--- config.mk ---
export PLATFORM = sky130hd
export DESIGN_NAME = tscp_port
export DESIGN_NICKNAME = d
export VERILOG_FILES = /design/src/tscp_pkg.sv /design/src/tscp_sync.sv /design/src/tscp_port.sv
export SDC_FILE = /design/constraint.sdc
export NUM_CORES = 1
export LEC_CHECK = 0
export BUFFER_PORTS_ARGS = -buffer_cell sky130_fd_sc_hd__buf_4
export CORE_MARGIN = 2
export CORE_UTILIZATION = 59
export CTS_BUF_LIST = sky130_fd_sc_hd__clkbuf_4
export CTS_CLUSTER_SIZE = 12
export DETAILED_ROUTE_END_ITERATION = 8
export PLACE_DENSITY = 0.84
export SYNTH_ARGS = -nofsm -noshare
export SYNTH_HDL_FRONTEND = slang
export SYNTH_SLANG_ARGS = --single-unit
--- constraint.sdc ---
create_clock -name ref_clk -period 2.8 [get_ports ref_clk]
set_input_delay 0 -clock ref_clk [delete_from_list [all_inputs] [get_ports ref_clk]]
set_output_delay 0 -clock ref_clk [all_outputs]
set_load 0.005 [all_outputs]
--- src/tscp_pkg.sv ---
// constants shared by the thermometer serial command port
package tscp_pkg;
    // value is arbitrary
    localparam logic [3:0] FIXED_ADDR_CODE = 4'h6;
    localparam logic [7:0] CMD_START_CONV  = 8'h51;
    localparam logic [7:0] CMD_STOP_CONV   = 8'h22;
    localparam logic [7:0] CMD_READ_TEMP   = 8'haa;
    localparam logic [7:0] CMD_HIGH_TRIP   = 8'ha1;
    localparam logic [7:0] CMD_LOW_TRIP    = 8'ha2;
    localparam logic [7:0] CMD_CONFIG      = 8'hac;
    localparam logic [7:0] CMD_SOFT_POR    = 8'h54;
    localparam logic [15:0] HIGH_TRIP_RESET = 16'h0000;
    localparam logic [15:0] LOW_TRIP_RESET  = 16'h0000;
    localparam logic [7:0]  CONFIG_RESET    = 8'h0c;
    localparam int CONFIG_ONESHOT_BIT = 0;
    localparam logic [3:0] BIT_COUNT_LAST  = 4'h7;
    localparam logic [3:0] BIT_COUNT_ACK   = 4'h8;
    typedef enum logic [1:0] {
        TSCP_SEL_TEMP = 2'h0,
        TSCP_SEL_HIGH = 2'h1,
        TSCP_SEL_LOW  = 2'h2,
        TSCP_SEL_CFG  = 2'h3
    } tscp_sel_t;
endpackage : tscp_pkg

--- src/tscp_sync.sv ---
// two-flop synchroniser with edge outputs taken from the second stage
module tscp_sync (
    input  wire logic ref_clk,
    input  wire logic reset_n,
    input  wire logic asyncIn,
    output logic      level,
    output logic      rise,
    output logic      fall
);
    logic meta_q;
    logic sync_q;
    logic prev_q;

    // reset high: an idle bus line is high
    always_ff @(posedge ref_clk or negedge reset_n) begin
        if (!reset_n) begin
            meta_q <= 1'b1;
            sync_q <= 1'b1;
            prev_q <= 1'b1;
        end else begin
            meta_q <= asyncIn;
            sync_q <= meta_q;
            prev_q <= sync_q;
        end
    end

    assign level = sync_q;
    assign rise  = sync_q & ~prev_q;
    assign fall  = ~sync_q & prev_q;
endmodule : tscp_sync

--- src/tscp_port.sv ---
// slave side two-wire command port of a thermometer / thermostat
// Overview of operation
// - bytes go over the data line most significant bit first.
// - one data bit per serial clock period.
// - idle bus has data and clock both high, data pulled up.
// - data changes only while clock low, except start and stop.
// - each byte is followed by one acknowledge clock, nine clocks total.
// - device acknowledges matching control byte and the command byte.
// - writes: one config byte or two threshold bytes, each acknowledged.
// - device drives data from the clock right after read acknowledge.
// - config read is one byte, master answers nack then stop.
// - two-byte reads: master acks first, nacks second; second only after ack.
// - master may nack after first byte; device then stops driving.
// - command 51h starts conversions, single or continuous per mode bit.
// - command 22h halts continuous conversions.
// - command AAh selects the two-byte temperature result for reading.
// - commands A1h and A2h select the high and low trip thresholds.
// - command ACh selects the one-byte configuration register.
// - command 54h resets every register, the run flag and the protocol state to power-up; here the bit counter and the ack drive run on.
// - address is fixed four-bit code plus three select pins.
// - acknowledge holds data low a whole period; transmitter releases line.
module tscp_port (
    input  wire logic        ref_clk,
    input  wire logic        reset_n,
    input  wire logic        sclIn,
    input  wire logic        sdaIn,
    output logic             sdaOut,
    output logic             sdaOe,
    input  wire logic        address_select_bit2,
    input  wire logic        address_select_bit1,
    input  wire logic        address_select_bit0,
    input  wire logic [15:0] temperature,
    output logic             convertRun,
    output logic             single_conversion_mode,
    output logic [15:0]      high_trip_threshold,
    output logic [15:0]      low_trip_threshold,
    output logic [7:0]       configReg,
    output logic             softResetPulse
);
    typedef enum logic [5:0] {
        TSCP_IDLE = 6'b000001,
        TSCP_ADDR = 6'b000010,
        TSCP_CMD  = 6'b000100,
        TSCP_WR   = 6'b001000,
        TSCP_RD   = 6'b010000,
        TSCP_SKIP = 6'b100000
    } tscp_state_t;

    logic        scl;
    logic        sclRise;
    logic        sclFall;
    logic        sda;
    logic        sdaRise;
    logic        sdaFall;
    logic        startCond;
    logic        stopCond;
    tscp_state_t state_q;
    logic [3:0]  bitCnt_q;
    logic [7:0]  shift_q;
    logic [7:0]  txByte_q;
    logic        ackDrive_q;
    logic        ackNext_q;
    logic        txDrive_q;
    logic        isRead_q;
    logic        byteIdx_q;
    logic        masterNack_q;
    tscp_pkg::tscp_sel_t sel_q;
    logic        runFlag_q;
    logic [15:0] high_q;
    logic [15:0] low_q;
    logic [7:0]  cfg_q;
    logic        soft_q;
    logic [7:0]  rxByte;
    logic        byteDone;
    logic        addrMatch;

    tscp_sync u_scl_sync (
        .ref_clk (ref_clk),
        .reset_n (reset_n),
        .asyncIn (sclIn),
        .level   (scl),
        .rise    (sclRise),
        .fall    (sclFall)
    );

    tscp_sync u_sda_sync (
        .ref_clk (ref_clk),
        .reset_n (reset_n),
        .asyncIn (sdaIn),
        .level   (sda),
        .rise    (sdaRise),
        .fall    (sdaFall)
    );

    // data edges while clock high are bus conditions
    assign startCond = sdaFall & scl;
    assign stopCond  = sdaRise & scl;

    // byte fetch for a selected read, msb byte first
    function automatic logic [7:0] readByte(input tscp_pkg::tscp_sel_t sel,
                                            input logic idx,
                                            input logic [15:0] t,
                                            input logic [15:0] h,
                                            input logic [15:0] l,
                                            input logic [7:0] c);
        logic [15:0] w;
        w = t;
        case (sel)
            tscp_pkg::TSCP_SEL_HIGH: w = h;
            tscp_pkg::TSCP_SEL_LOW:  w = l;
            tscp_pkg::TSCP_SEL_CFG:  w = {c, 8'h00};
            default:       w = t;
        endcase
        readByte = idx ? w[7:0] : w[15:8];
    endfunction : readByte

    // incoming bit sampled on clock rise, msb first
    assign rxByte    = {shift_q[6:0], sda};
    assign byteDone  = sclRise && (bitCnt_q == tscp_pkg::BIT_COUNT_LAST);
    assign addrMatch = rxByte[7:4] == tscp_pkg::FIXED_ADDR_CODE
        && rxByte[3:1] == {address_select_bit2, address_select_bit1,
                           address_select_bit0};

    // bit counter: eight data clocks then the ack clock
    always_ff @(posedge ref_clk or negedge reset_n) begin
        if (!reset_n) begin
            bitCnt_q <= 4'h0;
            shift_q  <= 8'h00;
        end else if (startCond) begin
            // one below zero: the clock fall that closes start wraps to zero
            bitCnt_q <= 4'hf;
        end else if (stopCond) begin
            bitCnt_q <= 4'h0;
        end else if (sclRise) begin
            shift_q <= rxByte;
        end else if (sclFall) begin
            if (bitCnt_q == tscp_pkg::BIT_COUNT_ACK) begin
                bitCnt_q <= 4'h0;
            end else begin
                bitCnt_q <= bitCnt_q + 4'h1;
            end
        end
    end

    // protocol state machine
    always_ff @(posedge ref_clk or negedge reset_n) begin
        if (!reset_n) begin
            state_q      <= TSCP_IDLE;
            isRead_q     <= 1'b0;
            byteIdx_q    <= 1'b0;
            masterNack_q <= 1'b0;
            sel_q        <= tscp_pkg::TSCP_SEL_TEMP;
        end else if (soft_q) begin
            state_q <= TSCP_IDLE;
            sel_q   <= tscp_pkg::TSCP_SEL_TEMP;
        end else if (startCond) begin
            state_q      <= TSCP_ADDR;
            byteIdx_q    <= 1'b0;
            masterNack_q <= 1'b0;
        end else if (stopCond) begin
            state_q <= TSCP_IDLE;
        end else if (byteDone) begin
            case (state_q)
                TSCP_ADDR: begin
                    if (!addrMatch) begin
                        state_q <= TSCP_SKIP;
                    end else if (rxByte[0]) begin
                        state_q  <= TSCP_RD;
                        isRead_q <= 1'b1;
                    end else begin
                        state_q  <= TSCP_CMD;
                        isRead_q <= 1'b0;
                    end
                end
                TSCP_CMD: begin
                    state_q <= TSCP_WR;
                    case (rxByte)
                        tscp_pkg::CMD_READ_TEMP:
                            sel_q <= tscp_pkg::TSCP_SEL_TEMP;
                        tscp_pkg::CMD_HIGH_TRIP:
                            sel_q <= tscp_pkg::TSCP_SEL_HIGH;
                        tscp_pkg::CMD_LOW_TRIP:
                            sel_q <= tscp_pkg::TSCP_SEL_LOW;
                        tscp_pkg::CMD_CONFIG:
                            sel_q <= tscp_pkg::TSCP_SEL_CFG;
                        default: sel_q <= sel_q;
                    endcase
                end
                TSCP_WR: byteIdx_q <= 1'b1;
                default: state_q <= state_q;
            endcase
        end else if (state_q == TSCP_RD && sclRise && !ackDrive_q
                     && bitCnt_q == tscp_pkg::BIT_COUNT_ACK) begin
            // master ack picks the next byte, nack ends the read; our own
            // ack of the read control byte is not an answer from the master
            if (sda || byteIdx_q
                || sel_q == tscp_pkg::TSCP_SEL_CFG) begin
                masterNack_q <= 1'b1;
            end else begin
                byteIdx_q <= 1'b1;
            end
        end
    end

    // data line drive: ack slot and read data, set only on clock fall, also cleared by start or stop;
    // a soft reset must not cut the ack of its own command byte
    always_ff @(posedge ref_clk or negedge reset_n) begin
        if (!reset_n) begin
            ackDrive_q <= 1'b0;
            ackNext_q  <= 1'b0;
            txDrive_q  <= 1'b0;
            txByte_q   <= 8'h00;
        end else if (startCond || stopCond) begin
            ackDrive_q <= 1'b0;
            ackNext_q  <= 1'b0;
            txDrive_q  <= 1'b0;
        end else if (byteDone) begin
            // decided on the last bit, before the state moves on
            ackNext_q <= (state_q == TSCP_ADDR && addrMatch)
                || state_q == TSCP_CMD || state_q == TSCP_WR;
        end else if (sclFall) begin
            ackDrive_q <= 1'b0;
            txDrive_q  <= 1'b0;
            if (bitCnt_q == tscp_pkg::BIT_COUNT_LAST) begin
                ackDrive_q <= ackNext_q;
            end else if (bitCnt_q == tscp_pkg::BIT_COUNT_ACK) begin
                // first data bit follows the ack clock directly
                if (state_q == TSCP_RD && isRead_q && !masterNack_q) begin
                    txDrive_q <= 1'b1;
                    txByte_q  <= readByte(sel_q, byteIdx_q, temperature,
                                          high_q, low_q, cfg_q);
                end
            end else if (state_q == TSCP_RD && txDrive_q) begin
                txDrive_q <= bitCnt_q < 4'h7;
                txByte_q  <= {txByte_q[6:0], 1'b0};
            end
        end
    end

    // the read slave releases the line during the master ack clock
    assign sdaOut = 1'b0;
    assign sdaOe  = ackDrive_q | (txDrive_q & ~txByte_q[7]);

    // register writes and command effects
    always_ff @(posedge ref_clk or negedge reset_n) begin
        if (!reset_n) begin
            high_q    <= tscp_pkg::HIGH_TRIP_RESET;
            low_q     <= tscp_pkg::LOW_TRIP_RESET;
            cfg_q     <= tscp_pkg::CONFIG_RESET;
            runFlag_q <= 1'b0;
            soft_q    <= 1'b0;
        end else if (soft_q) begin
            high_q    <= tscp_pkg::HIGH_TRIP_RESET;
            low_q     <= tscp_pkg::LOW_TRIP_RESET;
            cfg_q     <= tscp_pkg::CONFIG_RESET;
            runFlag_q <= 1'b0;
            soft_q    <= 1'b0;
        end else if (byteDone && state_q == TSCP_CMD) begin
            case (rxByte)
                tscp_pkg::CMD_START_CONV: runFlag_q <= 1'b1;
                tscp_pkg::CMD_STOP_CONV: begin
                    // single mode ends on its own, so only continuous halts
                    if (!cfg_q[tscp_pkg::CONFIG_ONESHOT_BIT]) begin
                        runFlag_q <= 1'b0;
                    end
                end
                tscp_pkg::CMD_SOFT_POR: soft_q <= 1'b1;
                default: runFlag_q <= runFlag_q;
            endcase
        end else if (byteDone && state_q == TSCP_WR) begin
            case (sel_q)
                tscp_pkg::TSCP_SEL_CFG: begin
                    if (!byteIdx_q) begin
                        cfg_q <= rxByte;
                    end
                end
                tscp_pkg::TSCP_SEL_HIGH: begin
                    if (byteIdx_q) begin
                        high_q[7:0] <= rxByte;
                    end else begin
                        high_q[15:8] <= rxByte;
                    end
                end
                tscp_pkg::TSCP_SEL_LOW: begin
                    if (byteIdx_q) begin
                        low_q[7:0] <= rxByte;
                    end else begin
                        low_q[15:8] <= rxByte;
                    end
                end
                default: cfg_q <= cfg_q;
            endcase
        end
    end

    assign convertRun             = runFlag_q;
    assign single_conversion_mode = cfg_q[tscp_pkg::CONFIG_ONESHOT_BIT];
    assign high_trip_threshold    = high_q;
    assign low_trip_threshold     = low_q;
    assign configReg              = cfg_q;
    assign softResetPulse         = soft_q;
endmodule : tscp_port

# Word level (Yosys, flattened, before mapping)
# Cells that the tools add are included.
# word_totals
elab_cells	196
ff_bits	81
inputBits	23
# op_classes
add_sub_neg	1
n_bitwise	19
n_reduce_logical	52
n_lt_le_gt_ge	1
n_mux	69
n_eq_ne	30
# ops
op	n
16-bit 2-to-1 mux	8
8-bit 2-to-1 mux	10
16-bit case mux with 3 select lines	1
8-bit equality test, second input constant	4
1-bit 2-to-1 mux	31
6-bit 2-to-1 mux	5
2-bit nonzero test	13
4-bit 2-to-1 mux	5
4-bit AND reduction	5
8-bit by 7-bit equality test with 1-bit output, second input constant	2
5-bit AND reduction	3
6-bit case mux with 2 select lines	1
6-bit AND reduction	2
1-bit logical AND	11
1-bit NOT	11
2-bit 2-to-1 mux	5
2-bit by 1-bit inequality test with 1-bit output, second input constant	5
5-bit nonzero test	2
3-bit nonzero test	3
4-bit by 3-bit equality test with 1-bit output, second input constant	2
8-bit by 6-bit equality test with 1-bit output, second input constant	1
2-bit case mux with 4 select lines	1
1-bit AND	7
6-bit by 2-bit equality test with 1-bit output, second input constant	1
other kinds (21)	33

# Logic depth before layout (Yosys ltp)
# logic_depth
ltp_word	9
depth_mapped	7
depth_no_buf	6

# By module
# Synthesis repeated with hierarchy kept, for this count alone.
# hier_totals
hier_cells	408
hier_area_um2	4216.5
# modules_own_cells
mod	cells_per_inst	seq_area_each_um2	n_inst	area_per_inst_um2
tscp_port	398	1880.6	1	4028.9
tscp_sync	5	78.8	2	93.8

# Worst setup path before layout
# Ideal clock, no wire load.
# synth_path
kind	register to register
startpoint	register state_q[1]
endpoint	register high_q[12] (netlist: high_trip_threshold[12])
arrival_time_ps	1990
n_path_buf	1
synth_period_minus_slack_ps	2069
path_slack_ps	731
setup_time_ps	79
path_stages_with_launch	6
t_required_ps	2721
cell_sequence	dfrtp_1 or4_4 nor3b_4 and4_1 buf_6 mux2i_1
# synth_via
elab_chain_len	4
# synth_lines
item	line	source
start, declared	tscp_port.sv:57	tscp_state_t state_q;
start signal, assigned	tscp_port.sv:190	default: state_q <= state_q;
6-bit by 3-bit equality test with 1-bit output / 6-bit by 4-bit equality test with 1-bit output (equally long branches)	tscp_port.sv:258, tscp_port.sv:270	
1-bit logical AND, on equally long branches	tscp_port.sv:258, tscp_port.sv:270	
2-bit inequality test (no line) / 2-bit nonzero test (equally long branches)	-	
4-bit AND reduction (no line) (*)	-	
end signal, assigned	tscp_port.sv:247	high_q <= tscp_pkg::HIGH_TRIP_RESET;
end signal, assigned	tscp_port.sv:253	high_q <= tscp_pkg::HIGH_TRIP_RESET;
end signal, assigned	tscp_port.sv:281	high_q[15:8] <= rxByte;
end, declared	tscp_port.sv:69	logic [15:0] high_q;
# Every way passes the cells marked *; elsewhere a longest branch is shown, timed or not.
# A chain may end at the register's enable or synchronous reset.

# Worst setup path after layout
# layout_path
startpoint	register u_sda_sync.sync_q (netlist: u_sda_sync.level)
endpoint	register state_q[3]
# layout_via
elab_chain_len	5
# layout_lines
item	line	source
start, declared	tscp_sync.sv:11	logic sync_q;
start signal, assigned	tscp_sync.sv:22	sync_q <= meta_q;
1-bit AND / 1-bit NOT (equally long branches)	tscp_sync.sv:28, tscp_sync.sv:29	
1-bit AND, on equally long branches	tscp_port.sv:97, tscp_sync.sv:29	
6-bit 2-to-1 mux / 1-bit AND (equally long branches)	tscp_port.sv:160, tscp_port.sv:96	
6-bit 2-to-1 mux, or another cell as far along	tscp_port.sv:156	end else if (startCond) begin
6-bit 2-to-1 mux / 2-bit AND reduction (equally long branches)	-	
# Parallel ways exist; a longest one is shown, timed or not.

==> impl_summary.log <==
[metrics] transition time of the tightest slew-check pin: 1001 ps
[metrics] Distinct cells, synth: 54
[metrics] overall track demand over capacity in global routing: 0.2841
[metrics] outcome: completed
[metrics] overall via count from detail_route: 3635
[metrics] H-tree levels: 3
[metrics] Post-synth EDFFs: 0
[metrics] initial standard-cell utilization of the core: 0.6086
[metrics] unrepaired setup endpoints after global routing: no
[metrics] clock tree from TritonCTS: yes
[metrics] category of the critical setup timing path: flop to flop
[metrics] Syn. warnings: 0
[metrics] mean cell area of the mapped netlist: 10.59 um^2
[metrics] clock latency on the worst-skew pair: 430 ps
[metrics] required time worst endpoint: 3120 ps
[metrics] number of buffers created by CTS: 9
[metrics] class of the tightest hold or removal check: input port to flop
[metrics] worst setup path startpoint: u_sda_sync.level
[metrics] total grt overflow: 0
[metrics] count of instances resized after the clock tree is built: 0
[metrics] routed wire length: 11.17 mm
[metrics] most frequent standard cell in the layout excluding fill and tap cells: sky130_fd_sc_hd__buf_4
[metrics] Max-Cap Viols: 0
[metrics] Slowest Stage Delay on Critical Path: 760 ps
[metrics] routed vias/inst: 6.256
[metrics] netlist area before placement: 4414 um^2
[metrics] peak supply drop: 0.4668 mV
[metrics] data arrival at the endpoint of the critical path: 2620 ps
[metrics] layout cell share with drive strength beyond 1: 0.2676
[metrics] Setup crit start kind: flop
[metrics] final net count: 502
[metrics] I/O Buffers: 66
[metrics] total power density per cell area: 521.0 nW/um^2
[metrics] maximum number of pins on one net before global-route repair: 82
[metrics] leakage power figure: 0.002539 uW
[metrics] final total negative setup slack: 0 ps
[metrics] Setup crit end kind: flop
[metrics] number of antenna violations at the first check in global routing: 0
[metrics] weighted congestion reported at the end of routability-driven placement: 0.9121
[metrics] maximum number of buffers from clock root to sink: 2
[metrics] Top-Level Pins: 68
[metrics] time the worst path needs with I/O delays and setup: 2299 ps
[metrics] Post-Syn Nets: 442
[metrics] synthesis-to-layout area growth: 17.04%
[metrics] Power, Total: 2691 uW
[metrics] count of endpoints failing setup in the final report: 0
[metrics] library cell used as clock root buffer: sky130_fd_sc_hd__clkbuf_4
[metrics] die area: 8189 um^2
[metrics] antenna-violating nets left: 0
[metrics] largest fanout on the critical path: 19
[metrics] cell at the slowest stage of the critical path: sky130_fd_sc_hd__dfstp_2
[metrics] total of flip-flops plus latches after synthesis: 81
[metrics] share of async-settable or async-resettable flops after synthesis: 1.000
[metrics] Reg clk slew, reported paths: 140 ps
[metrics] Clock Sinks: 81
[metrics] post-synthesis cell count: 417
[metrics] maximum achievable frequency: 434.9 MHz
[metrics] core occupancy in the finished layout: 0.7123
[metrics] max-slew headroom at the worst pin: 0.3326
[metrics] final slew viol count: 0
[metrics] Row Count: 31
[metrics] number of remaining DRC errors: 0
[metrics] final cycle utilization of the critical path: 0.8211
[metrics] Placed Instances: 562
[metrics] critical hold path startpoint: address_select_bit1
[metrics] DIE HEIGHT: 90.50 um
[metrics] Hold Vio Cnt, Final: 0
[metrics] core region area: 7253 um^2
[metrics] number of global-route vias before repair: 3486
[metrics] worst clock skew: 15.81 ps
[metrics] violation count after the first detailed-routing iteration: 273
[metrics] post-detailed-route wirelength per cell: 19.22 um
[metrics] first-pass GRT wire length: 18.49 mm
[metrics] post-DP HPWL: 7.888 mm
[metrics] most used cells in the layout excluding fill and tap cells: sky130_fd_sc_hd__buf_4, sky130_fd_sc_hd__dfrtp_1, sky130_fd_sc_hd__nand2_1
[metrics] number of iterations in the first detailed-routing pass: 4
[metrics] minimum hold slack: 108.1 ps
[metrics] count of filler cells inserted in the layout: 572
[metrics] fin cells: 581
[metrics] total inserted antenna cells: 0
[metrics] ordered list of cells on the worst path: xor2_1, nand2_1, a32oi_1, mux2_2
[metrics] die boundary width: 90.50 um
[metrics] share of the yosys chip area belonging to registers: 0.4617
[metrics] leading register cell type out of synthesis: sky130_fd_sc_hd__dfrtp_1
[metrics] startpoint of the lowest-slack register-to-register path: u_sda_sync.level
## critical path: cells and delay by family, from the launching register on
kind	cells	cell delay, ps
flops	1	760
compound gates	1	530
xor+xnor	1	320
simple gates	1	180
mux	1	390
## per-stage QoR
stage	instance area [um^2]	setup slack, ps
floorplan	4414	730.9
global placement	4970	639.3
detailed placement	4970	566.9
CTS	5166	538.7
global route	5166	345.7
finish	5166	500.9
## final cells by class
type / instances / area (um^2) / share of cell area
Tap cell: 99 / 123.9 / 0.02398
Clock inverter: 6 / 91.34 / 0.01768
Multi-Input combinational cell: 301 / 2226 / 0.4309
Sequential cell: 81 / 2038 / 0.3945
Clock buffer: 10 / 75.07 / 0.01453
Timing Repair Buffer: 77 / 585.6 / 0.1133
Inverter: 7 / 26.28 / 0.005086
## per-layer routing
metal | global-route usage | part of all wire | up-vias
li1 | - | - | 1637
met1 | 0.4169 | 0.44 | 1818
met2 | 0.4391 | 0.47 | 165
met5 | 0 | 0 | -
met4 | 0.07051 | 0.012 | 0
met3 | 0.05509 | 0.072 | 15
## registers in the layout, indices dropped and copies added (netlist names), 2 cells and up
signal,cells
state_q,6
shift_q,7
txByte_q,8
configReg,8
bitCnt_q,4
low_trip_threshold,16
sel_q,2
high_trip_threshold,16
## power by group
group / switching (uW) / internal [uW]
Sequential: 149 / 1250
Combinational: 283 / 211
Clock: 421 / 377
## synthesized netlist by cell type, drive strengths merged (7+ instances only)
master	number	area (um^2)
a211o	7	61.31
a21oi	18	90.09
a2bb2oi	9	78.83
a31oi	11	68.82
buf	7	45.03
clkbuf	21	78.83
dfrtp	72	1802
dfstp	9	236.5
inv	7	26.28
mux2	13	146.4
mux2i	50	500.5
mux4	8	180.2
nand2	65	244.0
nand4	9	116.4
nor2	23	86.33
nor2b	10	62.56
o21ai	10	50.05
## logic make-up (layout without fill, tap and decap cells)
group	count (synthesis)	count (layout)	synth area share
adders and majority gates	2	2	0.005668
AOI/OAI and AO/OA	69	69	0.1054
muxes	71	71	0.1874
DFF	81	81	0.4617
buffers and inverters	35	100	0.03401
and+or+nand+nor	154	154	0.1970
other	1	1	0.0008495
xor gates and xnor gates	4	4	0.007936
## worst paths after layout
check,end,slack (ps),depth (start not counted)
max,state_q[3],500,4
min,isRead_q,110,5
max reg2reg,state_q[3],500,4
min reg2reg,u_sda_sync.level,370,0
max in group asynchronous,byteIdx_q,1900,2
min in group asynchronous,bitCnt_q[1],270,2
## what timing repair did
| action | 4_1_cts | 5_1_grt |
|---|---|---|
| hold endpoints to repair | 74 | 0 |
| setup buffers | 0 | 0 |
| hold buffers | 3 | 0 |
| setup endpoints to repair | 0 | 0 |
(Power assumes the default switching activity.)
